File: config.mk
export PLATFORM = sky130hd
export DESIGN_NAME = adcis_top
export DESIGN_NICKNAME = d
export VERILOG_FILES = /design/src/logic/adcis_pkg.sv /design/src/logic/adcis_top.sv /design/src/logic/adcis_clk_div.sv /design/src/logic/adcis_pin_ctl.sv
export VERILOG_INCLUDE_DIRS = /design/src /design/src/logic
export SDC_FILE = /design/constraint.sdc
export NUM_CORES = 1
export LEC_CHECK = 0
export BUFFER_PORTS_ARGS = -buffer_cell sky130_fd_sc_hd__buf_2
export CAP_MARGIN = 20
export CORE_MARGIN = 2
export CORE_UTILIZATION = 31
export DETAILED_ROUTE_END_ITERATION = 16
export HOLD_SLACK_MARGIN = 0.15
export PLACE_DENSITY = 0.59
export SLEW_MARGIN = 20
export SYNTH_ARGS = -nofsm -noshare
export SYNTH_HDL_FRONTEND = slang
export SYNTH_HIERARCHICAL = 1
export SYNTH_SLANG_ARGS = --single-unit
File: constraint.sdc
create_clock -name i_clk -period 3.9 [get_ports i_clk]
set_input_delay 1.17 -clock i_clk [delete_from_list [all_inputs] [get_ports i_clk]]
set_output_delay 1.17 -clock i_clk [all_outputs]
set_load 0.02 [all_outputs]
File: src/logic/adcis_consts.svh
`ifndef ADCIS_CONSTS_SVH
`define ADCIS_CONSTS_SVH

// register byte addresses
`define ADCIS_OFS_CTL_FIRST   12'h000
`define ADCIS_OFS_CTL_SECOND  12'h004
`define ADCIS_OFS_RES_HIGH    12'h008
`define ADCIS_OFS_RES_LOW     12'h00c
`define ADCIS_OFS_BANDGAP     12'h010
`define ADCIS_OFS_PIN_FUNC    12'h014
`define ADCIS_OFS_INT_CTL     12'h018

// converter_control_first fields
`define ADCIS_BIT_START       7
`define ADCIS_BIT_BUSY        6
`define ADCIS_BIT_POWER       5
`define ADCIS_BIT_FORMAT      4
// converter_control_second fields
`define ADCIS_SRC_HI          7
`define ADCIS_SRC_LO          5
`define ADCIS_REF_HI          4
`define ADCIS_REF_LO          3
`define ADCIS_DIV_HI          2
`define ADCIS_DIV_LO          0
// interrupt control fields
`define ADCIS_BIT_GIE         0
`define ADCIS_BIT_CIE         1
`define ADCIS_BIT_CFLAG       2

// source group codes
`define ADCIS_SRC_EXT         3'h0
`define ADCIS_SRC_BANDGAP     3'h1
`define ADCIS_SRC_AMP_A       3'h2
`define ADCIS_SRC_AMP_B       3'h3
`define ADCIS_SRC_LINE        3'h4
`define ADCIS_REF_SUPPLY      2'h1

// converter clock counts per phase
`define ADCIS_SAMPLE_CYC      4'h4
`define ADCIS_CONVERT_CYC     4'hc
`define ADCIS_RESULT_W        12
`define ADCIS_PIN_COUNT       4

`endif

File: src/logic/adcis_pkg.sv
`include "adcis_consts.svh"

package adcis_pkg;

	typedef enum logic [1:0] {
		ADCIS_IDLE    = 2'b00,
		ADCIS_SAMPLE  = 2'b01,
		ADCIS_CONVERT = 2'b10
	} adcis_phase_t;

	typedef struct packed {
		logic [3:0]                 ext_sel;
		logic                       start_bit;
		logic                       power_en;
		logic                       fmt_sel;
		logic [2:0]                 src_sel;
		logic [1:0]                 ref_sel;
		logic [2:0]                 div_sel;
		logic                       bandgap_en;
		logic [3:0]                 pin_analog;
		logic                       gie;
		logic                       cie;
		logic                       cflag;
		logic                       busy;
		adcis_phase_t               phase;
		logic [3:0]                 cnt;
		logic [`ADCIS_RESULT_W-1:0] result;
		logic [31:0]                prdata;
		logic                       pslverr;
	} adcis_state_t;

	typedef struct packed {
		logic [6:0] cnt;
	} adcis_div_state_t;

endpackage : adcis_pkg

File: src/logic/adcis_top.sv
// Operation
// - a pin set to analog input loses every other pin function
// - programmed pull-high on an analog pin is disconnected automatically
// - analog selection overrides the port direction setting
// - external group with channel 0 to 3 routes pins 0 to 3
// - external group with channel 4 to 15 connects nothing, input floats
// - source codes 1 to 4 pick bandgap, amp a, amp b, line amp
// - bandgap output enable bit, reset 0, else output high impedance
// - conversion is 4 sampling plus 12 converting clocks, 16 total
// - start bit pulsed low-high-low begins a conversion
// - busy high while converting, low when result registers are ready
// - power enable needed to convert; clearing it switches converter off
// - result is 12 bits, full scale fff
// - divider code 0 to 7 gives system clock over 1 to 128
// - completion sets interrupt flag and raises irq when enabled
`timescale 1ns/1ns
`default_nettype none

`include "adcis_consts.svh"

module adcis_top (
	input  wire logic        i_clk,
	input  wire logic        i_rst,
	// apb slave
	input  wire logic        i_psel,
	input  wire logic        i_penable,
	input  wire logic        i_pwrite,
	input  wire logic [11:0] i_paddr,
	input  wire logic [31:0] i_pwdata,
	output logic             o_pready,
	output logic [31:0]      o_prdata,
	output logic             o_pslverr,
	// shared pin control from the port logic
	input  wire logic [3:0]  i_pin_pull_high_en,
	input  wire logic [3:0]  i_pin_dir_out,
	input  wire logic [3:0]  i_pin_other_func_en,
	output logic [3:0]       o_pin_pull_high_en,
	output logic [3:0]       o_pin_dir_out,
	output logic [3:0]       o_pin_other_func_en,
	output logic [3:0]       o_pin_analog_sel,
	// analog multiplexer
	output logic [3:0]       o_mux_ext_connect,
	output logic             o_mux_bandgap,
	output logic             o_mux_amp_a,
	output logic             o_mux_amp_b,
	output logic             o_mux_line_amp,
	output logic             o_bandgap_out_en,
	output logic             o_ref_from_supply,
	// converter core
	input  wire logic [11:0] i_core_result,
	output logic             o_core_power,
	output logic             o_core_sample,
	output logic             o_core_convert,
	output logic             o_core_tick,
	output logic             o_converter_irq
);

	adcis_pkg::adcis_state_t r_reg;
	adcis_pkg::adcis_state_t r_next;

	logic        wr_en;
	logic        rd_setup;
	logic        start_fall;
	logic        div_clear;
	logic        tick;
	logic        ext_group;
	logic [7:0]  res_high;
	logic [7:0]  res_low;
	logic [7:0]  rd_byte;
	logic        rd_hit;

	////////////////////////////////////////////////////////////////////
	// bus handshake: zero wait states, read data caught in setup

	assign o_pready  = i_psel & i_penable;
	assign o_prdata  = r_reg.prdata;
	assign o_pslverr = r_reg.pslverr & i_psel & i_penable;
	assign wr_en     = i_psel & i_penable & i_pwrite;
	assign rd_setup  = i_psel & ~i_penable;

	// start is honoured on the falling half of the pulse
	assign start_fall = wr_en && (i_paddr == `ADCIS_OFS_CTL_FIRST)
		&& r_reg.start_bit && !i_pwdata[`ADCIS_BIT_START];

	////////////////////////////////////////////////////////////////////
	// result placement and read decode

	always_comb begin
		if (r_reg.fmt_sel) begin
			res_high = {4'h0, r_reg.result[11:8]};
			res_low  = r_reg.result[7:0];
		end else begin
			res_high = r_reg.result[11:4];
			res_low  = {r_reg.result[3:0], 4'h0};
		end
	end

	always_comb begin
		rd_hit  = 1'b1;
		rd_byte = 8'h00;
		if (i_paddr == `ADCIS_OFS_CTL_FIRST) begin
			rd_byte = {r_reg.start_bit, r_reg.busy, r_reg.power_en,
				r_reg.fmt_sel, r_reg.ext_sel};
		end else if (i_paddr == `ADCIS_OFS_CTL_SECOND) begin
			rd_byte = {r_reg.src_sel, r_reg.ref_sel, r_reg.div_sel};
		end else if (i_paddr == `ADCIS_OFS_RES_HIGH) begin
			rd_byte = res_high;
		end else if (i_paddr == `ADCIS_OFS_RES_LOW) begin
			rd_byte = res_low;
		end else if (i_paddr == `ADCIS_OFS_BANDGAP) begin
			rd_byte = {7'h00, r_reg.bandgap_en};
		end else if (i_paddr == `ADCIS_OFS_PIN_FUNC) begin
			rd_byte = {4'h0, r_reg.pin_analog};
		end else if (i_paddr == `ADCIS_OFS_INT_CTL) begin
			rd_byte = {5'h00, r_reg.cflag, r_reg.cie, r_reg.gie};
		end else begin
			rd_hit = 1'b0;
		end
	end

	////////////////////////////////////////////////////////////////////
	// registers and conversion sequencer

	always_comb begin
		r_next = r_reg;
		if (rd_setup) begin
			r_next.prdata  = {24'h000000, rd_byte};
			r_next.pslverr = ~rd_hit;
		end
		if (wr_en) begin
			if (i_paddr == `ADCIS_OFS_CTL_FIRST) begin
				r_next.start_bit = i_pwdata[`ADCIS_BIT_START];
				r_next.power_en  = i_pwdata[`ADCIS_BIT_POWER];
				r_next.fmt_sel   = i_pwdata[`ADCIS_BIT_FORMAT];
				r_next.ext_sel   = i_pwdata[3:0];
			end else if (i_paddr == `ADCIS_OFS_CTL_SECOND) begin
				r_next.src_sel = i_pwdata[`ADCIS_SRC_HI:`ADCIS_SRC_LO];
				r_next.ref_sel = i_pwdata[`ADCIS_REF_HI:`ADCIS_REF_LO];
				r_next.div_sel = i_pwdata[`ADCIS_DIV_HI:`ADCIS_DIV_LO];
			end else if (i_paddr == `ADCIS_OFS_BANDGAP) begin
				r_next.bandgap_en = i_pwdata[0];
			end else if (i_paddr == `ADCIS_OFS_PIN_FUNC) begin
				r_next.pin_analog = i_pwdata[3:0];
			end else if (i_paddr == `ADCIS_OFS_INT_CTL) begin
				r_next.gie   = i_pwdata[`ADCIS_BIT_GIE];
				r_next.cie   = i_pwdata[`ADCIS_BIT_CIE];
				r_next.cflag = i_pwdata[`ADCIS_BIT_CFLAG];
			end
		end
		// the sequencer comes last so a completion beats a flag clear
		if (!r_next.power_en) begin
			r_next.busy  = 1'b0;
			r_next.phase = adcis_pkg::ADCIS_IDLE;
			r_next.cnt   = 4'h0;
		end else if (start_fall) begin
			r_next.busy  = 1'b1;
			r_next.phase = adcis_pkg::ADCIS_SAMPLE;
			r_next.cnt   = 4'h0;
		end else if (tick) begin
			case (r_reg.phase)
				adcis_pkg::ADCIS_SAMPLE: begin
					if (r_reg.cnt == `ADCIS_SAMPLE_CYC - 4'h1) begin
						r_next.phase = adcis_pkg::ADCIS_CONVERT;
						r_next.cnt   = 4'h0;
					end else begin
						r_next.cnt = r_reg.cnt + 4'h1;
					end
				end
				adcis_pkg::ADCIS_CONVERT: begin
					if (r_reg.cnt == `ADCIS_CONVERT_CYC - 4'h1) begin
						r_next.phase  = adcis_pkg::ADCIS_IDLE;
						r_next.cnt    = 4'h0;
						r_next.busy   = 1'b0;
						r_next.result = i_core_result;
						r_next.cflag  = 1'b1;
					end else begin
						r_next.cnt = r_reg.cnt + 4'h1;
					end
				end
				default: begin
					r_next.cnt = 4'h0;
				end
			endcase
		end
	end

	always_ff @(posedge i_clk or posedge i_rst) begin
		if (i_rst) begin
			r_reg <= '0;
		end else begin
			r_reg <= r_next;
		end
	end

	////////////////////////////////////////////////////////////////////
	// converter clock; restarted with each conversion so phases align

	assign div_clear = start_fall || (r_reg.phase == adcis_pkg::ADCIS_IDLE);

	adcis_clk_div #(
		.DIV_W(7)
	) u_div (
		.i_clk    (i_clk),
		.i_rst    (i_rst),
		.i_div_sel(r_reg.div_sel),
		.i_clear  (div_clear),
		.o_tick   (tick)
	);

	////////////////////////////////////////////////////////////////////
	// input selection and shared pins

	// codes 0 and 5 to 7 all mean the external group
	assign ext_group = (r_reg.src_sel == `ADCIS_SRC_EXT) ||
		(r_reg.src_sel > `ADCIS_SRC_LINE);

	genvar g;
	generate
		for (g = 0; g < `ADCIS_PIN_COUNT; g++) begin : g_pin
			// channel codes 4 to 15 match no pin and leave the input open
			assign o_mux_ext_connect[g] = ext_group &&
				(r_reg.ext_sel == 4'(g));
			adcis_pin_ctl u_pin (
				.i_analog_sel   (r_reg.pin_analog[g]),
				.i_pull_high_en (i_pin_pull_high_en[g]),
				.i_dir_out      (i_pin_dir_out[g]),
				.i_other_func_en(i_pin_other_func_en[g]),
				.o_pull_high_en (o_pin_pull_high_en[g]),
				.o_dir_out      (o_pin_dir_out[g]),
				.o_other_func_en(o_pin_other_func_en[g])
			);
		end
	endgenerate

	// external channel is interlocked by the group decode: an internal source code drops every pin
	assign o_mux_bandgap  = (r_reg.src_sel == `ADCIS_SRC_BANDGAP);
	assign o_mux_amp_a    = (r_reg.src_sel == `ADCIS_SRC_AMP_A);
	assign o_mux_amp_b    = (r_reg.src_sel == `ADCIS_SRC_AMP_B);
	assign o_mux_line_amp = (r_reg.src_sel == `ADCIS_SRC_LINE);

	assign o_pin_analog_sel  = r_reg.pin_analog;
	assign o_bandgap_out_en  = r_reg.bandgap_en;
	assign o_ref_from_supply = (r_reg.ref_sel == `ADCIS_REF_SUPPLY);

	////////////////////////////////////////////////////////////////////
	// converter core strobes and interrupt

	assign o_core_power   = r_reg.power_en;
	assign o_core_sample  = (r_reg.phase == adcis_pkg::ADCIS_SAMPLE);
	assign o_core_convert = (r_reg.phase == adcis_pkg::ADCIS_CONVERT);
	assign o_core_tick    = tick & r_reg.busy;
	assign o_converter_irq = r_reg.cflag & r_reg.cie & r_reg.gie;

endmodule : adcis_top

`default_nettype wire

File: src/logic/adcis_clk_div.sv
`timescale 1ns/1ns
`default_nettype none

module adcis_clk_div #(
	parameter int DIV_W = 7
) (
	input  wire logic       i_clk,
	input  wire logic       i_rst,
	input  wire logic [2:0] i_div_sel,
	input  wire logic       i_clear,
	output logic            o_tick
);

	adcis_pkg::adcis_div_state_t r_reg;
	adcis_pkg::adcis_div_state_t r_next;
	logic [DIV_W-1:0]            limit;

	// code n divides the system clock by two to the n
	assign limit  = DIV_W'((8'h01 << i_div_sel) - 8'h01);
	assign o_tick = (r_reg.cnt == limit);

	always_comb begin
		r_next = r_reg;
		if (i_clear || o_tick) begin
			r_next.cnt = '0;
		end else begin
			r_next.cnt = r_reg.cnt + 7'h01;
		end
	end

	always_ff @(posedge i_clk or posedge i_rst) begin
		if (i_rst) begin
			r_reg <= '0;
		end else begin
			r_reg <= r_next;
		end
	end

endmodule : adcis_clk_div

`default_nettype wire

File: src/logic/adcis_pin_ctl.sv
`timescale 1ns/1ns
`default_nettype none

module adcis_pin_ctl (
	input  wire logic i_analog_sel,
	input  wire logic i_pull_high_en,
	input  wire logic i_dir_out,
	input  wire logic i_other_func_en,
	output logic      o_pull_high_en,
	output logic      o_dir_out,
	output logic      o_other_func_en
);

	// an analog pin keeps nothing of its digital set-up
	assign o_other_func_en = i_other_func_en & ~i_analog_sel;
	assign o_pull_high_en  = i_pull_high_en & ~i_analog_sel;
	assign o_dir_out       = i_dir_out & ~i_analog_sel;

endmodule : adcis_pin_ctl

`default_nettype wire

**Yosys cells after proc, flatten, opt, wreduce, memory -nomap -nowiden**

Cells that the tools add are included.

- Word-level logic and storage cells: 144
- Input bits: 73
- Output and inout port bits: 65
- Flip-flop bits (word level): 58

- Add/subtract/negate cells: 3
- Shift-type cells: 1
- Order comparisons: 1
- Reductions and logical operators: 23
- Equal/unequal tests: 25
- Multiplexer cells: 41
- Bitwise logic cells: 31

Operators with widths:

| kind | count |
|---|---|
| 8-bit 2-to-1 mux | 8 |
| 12-bit by 5-bit == test with 1-bit output, second input constant | 3 |
| 7-bit 2-to-1 mux | 4 |
| 12-bit by 4-bit == test with 1-bit output, second input constant | 2 |
| 12-bit 2-to-1 mux | 2 |
| 4-bit 2-to-1 mux | 6 |
| 1-bit AND | 20 |
| 20-bit 2-to-1 mux | 1 |
| 18-bit 2-to-1 mux | 1 |
| 16-bit 2-to-1 mux | 1 |
| 12-bit by 3-bit == test with 1-bit output, second input constant | 1 |
| 4-bit by 2-bit == test with 1-bit output, second input constant | 3 |
| 12-bit logical NOT | 1 |
| 1-bit NOT | 11 |
| 1-bit 2-to-1 mux | 10 |
| 5-bit AND reduction | 2 |
| 3-bit 2-to-1 mux | 3 |
| 4-bit by 2-bit inequality test with 1-bit output, second input constant | 2 |
| 4-bit case mux with 2 select lines | 1 |
| 4-bit AND reduction | 2 |
| 7-bit by 1-bit adder with 7-bit output, second input constant | 1 |
| 7-bit == test | 1 |
| 1-bit logical AND | 7 |
| 1-bit by 3-bit << shifter with 7-bit output, first input constant | 1 |
| 23 further kinds | 31 |

**Logic depth before layout (Yosys ltp)**

- Depth in word-level cells: 12
- Mapped depth: 10
- Gate-level depth less buffers: 8

**Modules after synthesis**

The synthesis kept the hierarchy.

Modules (own cells, without submodules):

| module | area an instance (um2) | sequential area each (um2) | cells an instance | times used |
|---|---|---|---|---|
| adcis_top | 3300.7 | 1276.2 | 328 | 1 |
| adcis_clk_div | 506.7 | 175.2 | 53 | 1 |
| adcis_pin_ctl | 18.8 | 0.0 | 3 | 4 |

**Least setup slack after synthesis**

OpenSTA, ideal clock, no wires.

- Path type: reg2out
- Start: register r_reg[61] in the netlist's numbering
- End: output o_core_tick
- Arrival: 1.837 ns
- Path buffers: 1
- Stages on the path, launching flop included: 7
- Required time: 2.730 ns
- Slack: 0.893 ns
- Cells stage by stage: dfrtp_1 -> buf_6 -> and3_4 -> a22o_1 -> nor4b_4 -> and2_1 -> and2_1

- Cells in the longest elaborated chain, start to end: 4

Ends and longest elaborated chain:

| item | line | text |
|---|---|---|
| from (decl) | adcis_top.sv:58 | `adcis_pkg::adcis_state_t r_reg;` |
| from (signal assigned) | adcis_top.sv:191 | `r_reg <= r_next;` |
| 1-bit by 3-bit << shifter with 7-bit output | adcis_clk_div.sv:19 | `assign limit = DIV_W'((8'h01 << i_div_sel) - 8'h01);` |
| 7-bit by 1-bit subtractor with 7-bit output | adcis_clk_div.sv:19 |  |
| 7-bit == test | adcis_clk_div.sv:20 | `assign o_tick = (r_reg.cnt == limit);` |
| via tick | adcis_top.sv:65 | `logic tick;` |
| 1-bit AND | adcis_top.sv:251 | `assign o_core_tick = tick & r_reg.busy;` |
| to (decl) | adcis_top.sv:54 | `output logic o_core_tick,` |

The timed path passes the listed nets, and every way through them passes these cells.

**Worst setup path after layout**

Ends and elaborated chain as after synthesis.

==> results.json <==
{
  "grt_max_degree": 52,
  "tightest_slew_ps": 856.5,
  "ys_async_sr_fraction_pct": 100.0,
  "nets": 551,
  "cts_tree": "done",
  "gp_congestion": 0.8743,
  "finClkSkew_ps": 7.070,
  "grtUsageMet1_pct": 21.20,
  "grt_pass1_wl_um": 15880,
  "status": "finished, final reports clean",
  "cp.required_ps": 2730,
  "top_usage_layer": "met2",
  "critPathCaptureType": "output pin",
  "dieArea_um2": 13440,
  "fin_setup_tns_ps": 0,
  "hpwl_um": 7672,
  "syn_avg_cell_area_um2": 9.879,
  "largest_reg_flops": 37,
  "synth_top_flop_cell": "dfrtp_1",
  "hold_buffers": 0,
  "holdCritStartpoint": "r_reg[70]$_DFFE_PP0N_",
  "clockRootBuffer": "clkbuf_16",
  "relSlewSlack_pct": 42.83,
  "overflow": 0,
  "critPathKind": "reg2out",
  "hold_class": "reg2reg",
  "ir_worst_vdd_mv": 0.1756,
  "synth_cells": 393,
  "period_needed_ps": 3631,
  "layout_common_cells": "89 x buf_2, 58 x dfrtp_1, 36 x nand2_1",
  "cts_resized": 0,
  "timing.fmax_ghz": 0.2754,
  "drc": 0,
  "clock_latency_ps": 330,
  "routed_wl_um": 10050,
  "final_cells": 645,
  "startpoint_type": "register",
  "final_common_cell": "buf_2",
  "core_region_area_um2": 12110,
  "num_vias": 3294,
  "finalCritPeriodShare_pct": 93.10,
  "antenna_found_initial": 0,
  "rsz0062_at_grt": "false",
  "met3_usage_pct": 2.667,
  "track_usage_pct": 15.29,
  "cp_max_fo": 10,
  "cts_max_level": 3,
  "die_h_um": 115.9,
  "drive_gt1_share_pct": 32.70,
  "power_density_nw_per_um2": 382.0,
  "reg2reg_from": "r_reg[61]$_DFFE_PP0P_",
  "numPortBuffers": 89,
  "start_util_pct": 32.06,
  "postRouteAntennaNets": 0,
  "viasPerCell": 5.107,
  "dr.pass1.iters": 4,
  "antennaDiodeCount": 0,
  "report.final.slew_viol_count": 0,
  "grt_pass1_vias": 3026,
  "synthToLayoutAreaGrowth_pct": 19.18,
  "io_pins": 138,
  "detail_route.iter0.violations": 159,
  "die_width_um": 115.9,
  "syn_area_um2": 3882,
  "leakagePower_nw": 2.089,
  "ys_seq_area_share_pct": 37.38,
  "clkSlewWorstSetupHoldPaths_ps": 50,
  "crit_arrival_ps": 2460,
  "cts_setup_buffers": 0,
  "drv_cap": 0,
  "clk_path_buf_depth": 2,
  "gr-usage-met2_pct": 23.51,
  "place_inst": 629,
  "dp_slack_ps": 628.7,
  "hold_viol": 0,
  "cts_buffers": 9,
  "rows": 40,
  "ys_ff_latch": 58,
  "wl_per_cell_um": 15.58,
  "hold_ws_ps": 500.8,
  "synthDistinctLibCells": 66,
  "setup_violations": 0,
  "synth_warnings": 6,
  "startpoint": "r_reg[61]$_DFFE_PP0P_",
  "synth_edf_count": 0,
  "cts_num_sinks": 58,
  "setup_slack_ps": 269.3
}
==> layer usage <==
metal	vias up	share of wire, %
met2	129	45
met3	15	7.0
met4	0	2.5
met1	1603	45
li1	1547	-
met5	-	0
==> critical path, stage by stage, from the launching register on <==
cell	delay, ps
dfrtp_1	480
and3_4	240
a22o_1	260
nor4b_4	470
and2_1	360
and2_1	170
buf_2	160
==> cell type report <==
type,instances,area [µm²]
clock buffers,11,252.7
flip-flops and latches,58,1451
repair buffers,96,498.0
clock inverters,5,52.55
fillers,1220,7485
well taps,168,210.2
multi-input cells,299,2131
inverters,8,31.28
==> cell usage after synthesis (all sizes together), types with 2 or more instances <==
cell	n	area, µm²
and2	3	18.77
nor3b	7	63.81
and4b	2	20.02
or3b	3	26.28
buf	44	336.6
and3b	2	17.52
or4	2	18.77
o22ai	6	37.54
xor2	2	17.52
o211ai	3	22.52
nor3	9	55.05
a21oi	18	90.09
o41ai	3	26.28
mux2	27	337.8
a31oi	2	12.51
or3	3	18.77
nand4	9	56.30
a211oi	9	67.56
mux2i	13	133.9
dfrtp	58	1451
nand2	36	135.1
nor2b	20	125.1
clkbuf	7	26.28
o2111ai	2	17.52
xnor2	6	52.55
inv	8	30.03
a32o	2	20.02
nand3	10	50.05
a221oi	4	35.03
nand2b	9	56.30
nor4b	4	56.30
o21ai	12	60.05
and4	3	27.53
a2111oi	3	26.28
a22oi	2	15.01
and3	5	36.28
nor2	11	41.29
ha	6	75.07
nor4	5	61.31
==> per-stage QoR <==
step                      total power, W  cell area [µm²]  util [%]
after global routing            0.001856             4627     38.20
final                           0.001767             4627     38.20
after floorplan                0.0009081             3969         -
after detailed placement       0.0009868             4320     35.67
after global placement         0.0009781             4320     35.67
after CTS                       0.001786             4626     38.19
==> cell families (layout without fill, tap and decap cells) <==
group           after synthesis  in the layout  synth area share, %
simple gates                147            147                23.72
flops                        58             58                37.38
buf+inv                      59            120                10.12
other cells                   1             24              0.09659
mux                          40             40                12.15
fa+ha+maj                     6              6                1.934
compound gates               74             74                12.79
xor+xnor                      8              8                1.805
==> report_power, final <==
group	switching (W)	internal [W]	total [W]
Sequential	0.0000330	0.000639	0.000672
Clock	0.000266	0.000524	0.000790
Combinational	0.000191	0.000114	0.000305
==> final timing paths <==
path	endpoint	slack (ps)	cells past startpoint
worst min-delay path	r_reg[70]$_DFFE_PP0N_	500	2
worst max register to register	r_reg[43]$_DFFE_PP0P_	760	9
worst min register to register	r_reg[70]$_DFFE_PP0N_	500	2
min in group asynchronous	u_div/r_reg[1]$_DFF_PP0_	780	2
worst max-delay path	o_core_tick	270	6
max in group asynchronous	r_reg[36]$_DFFE_PP0P_	2380	2
(Power assumes the default switching activity.)
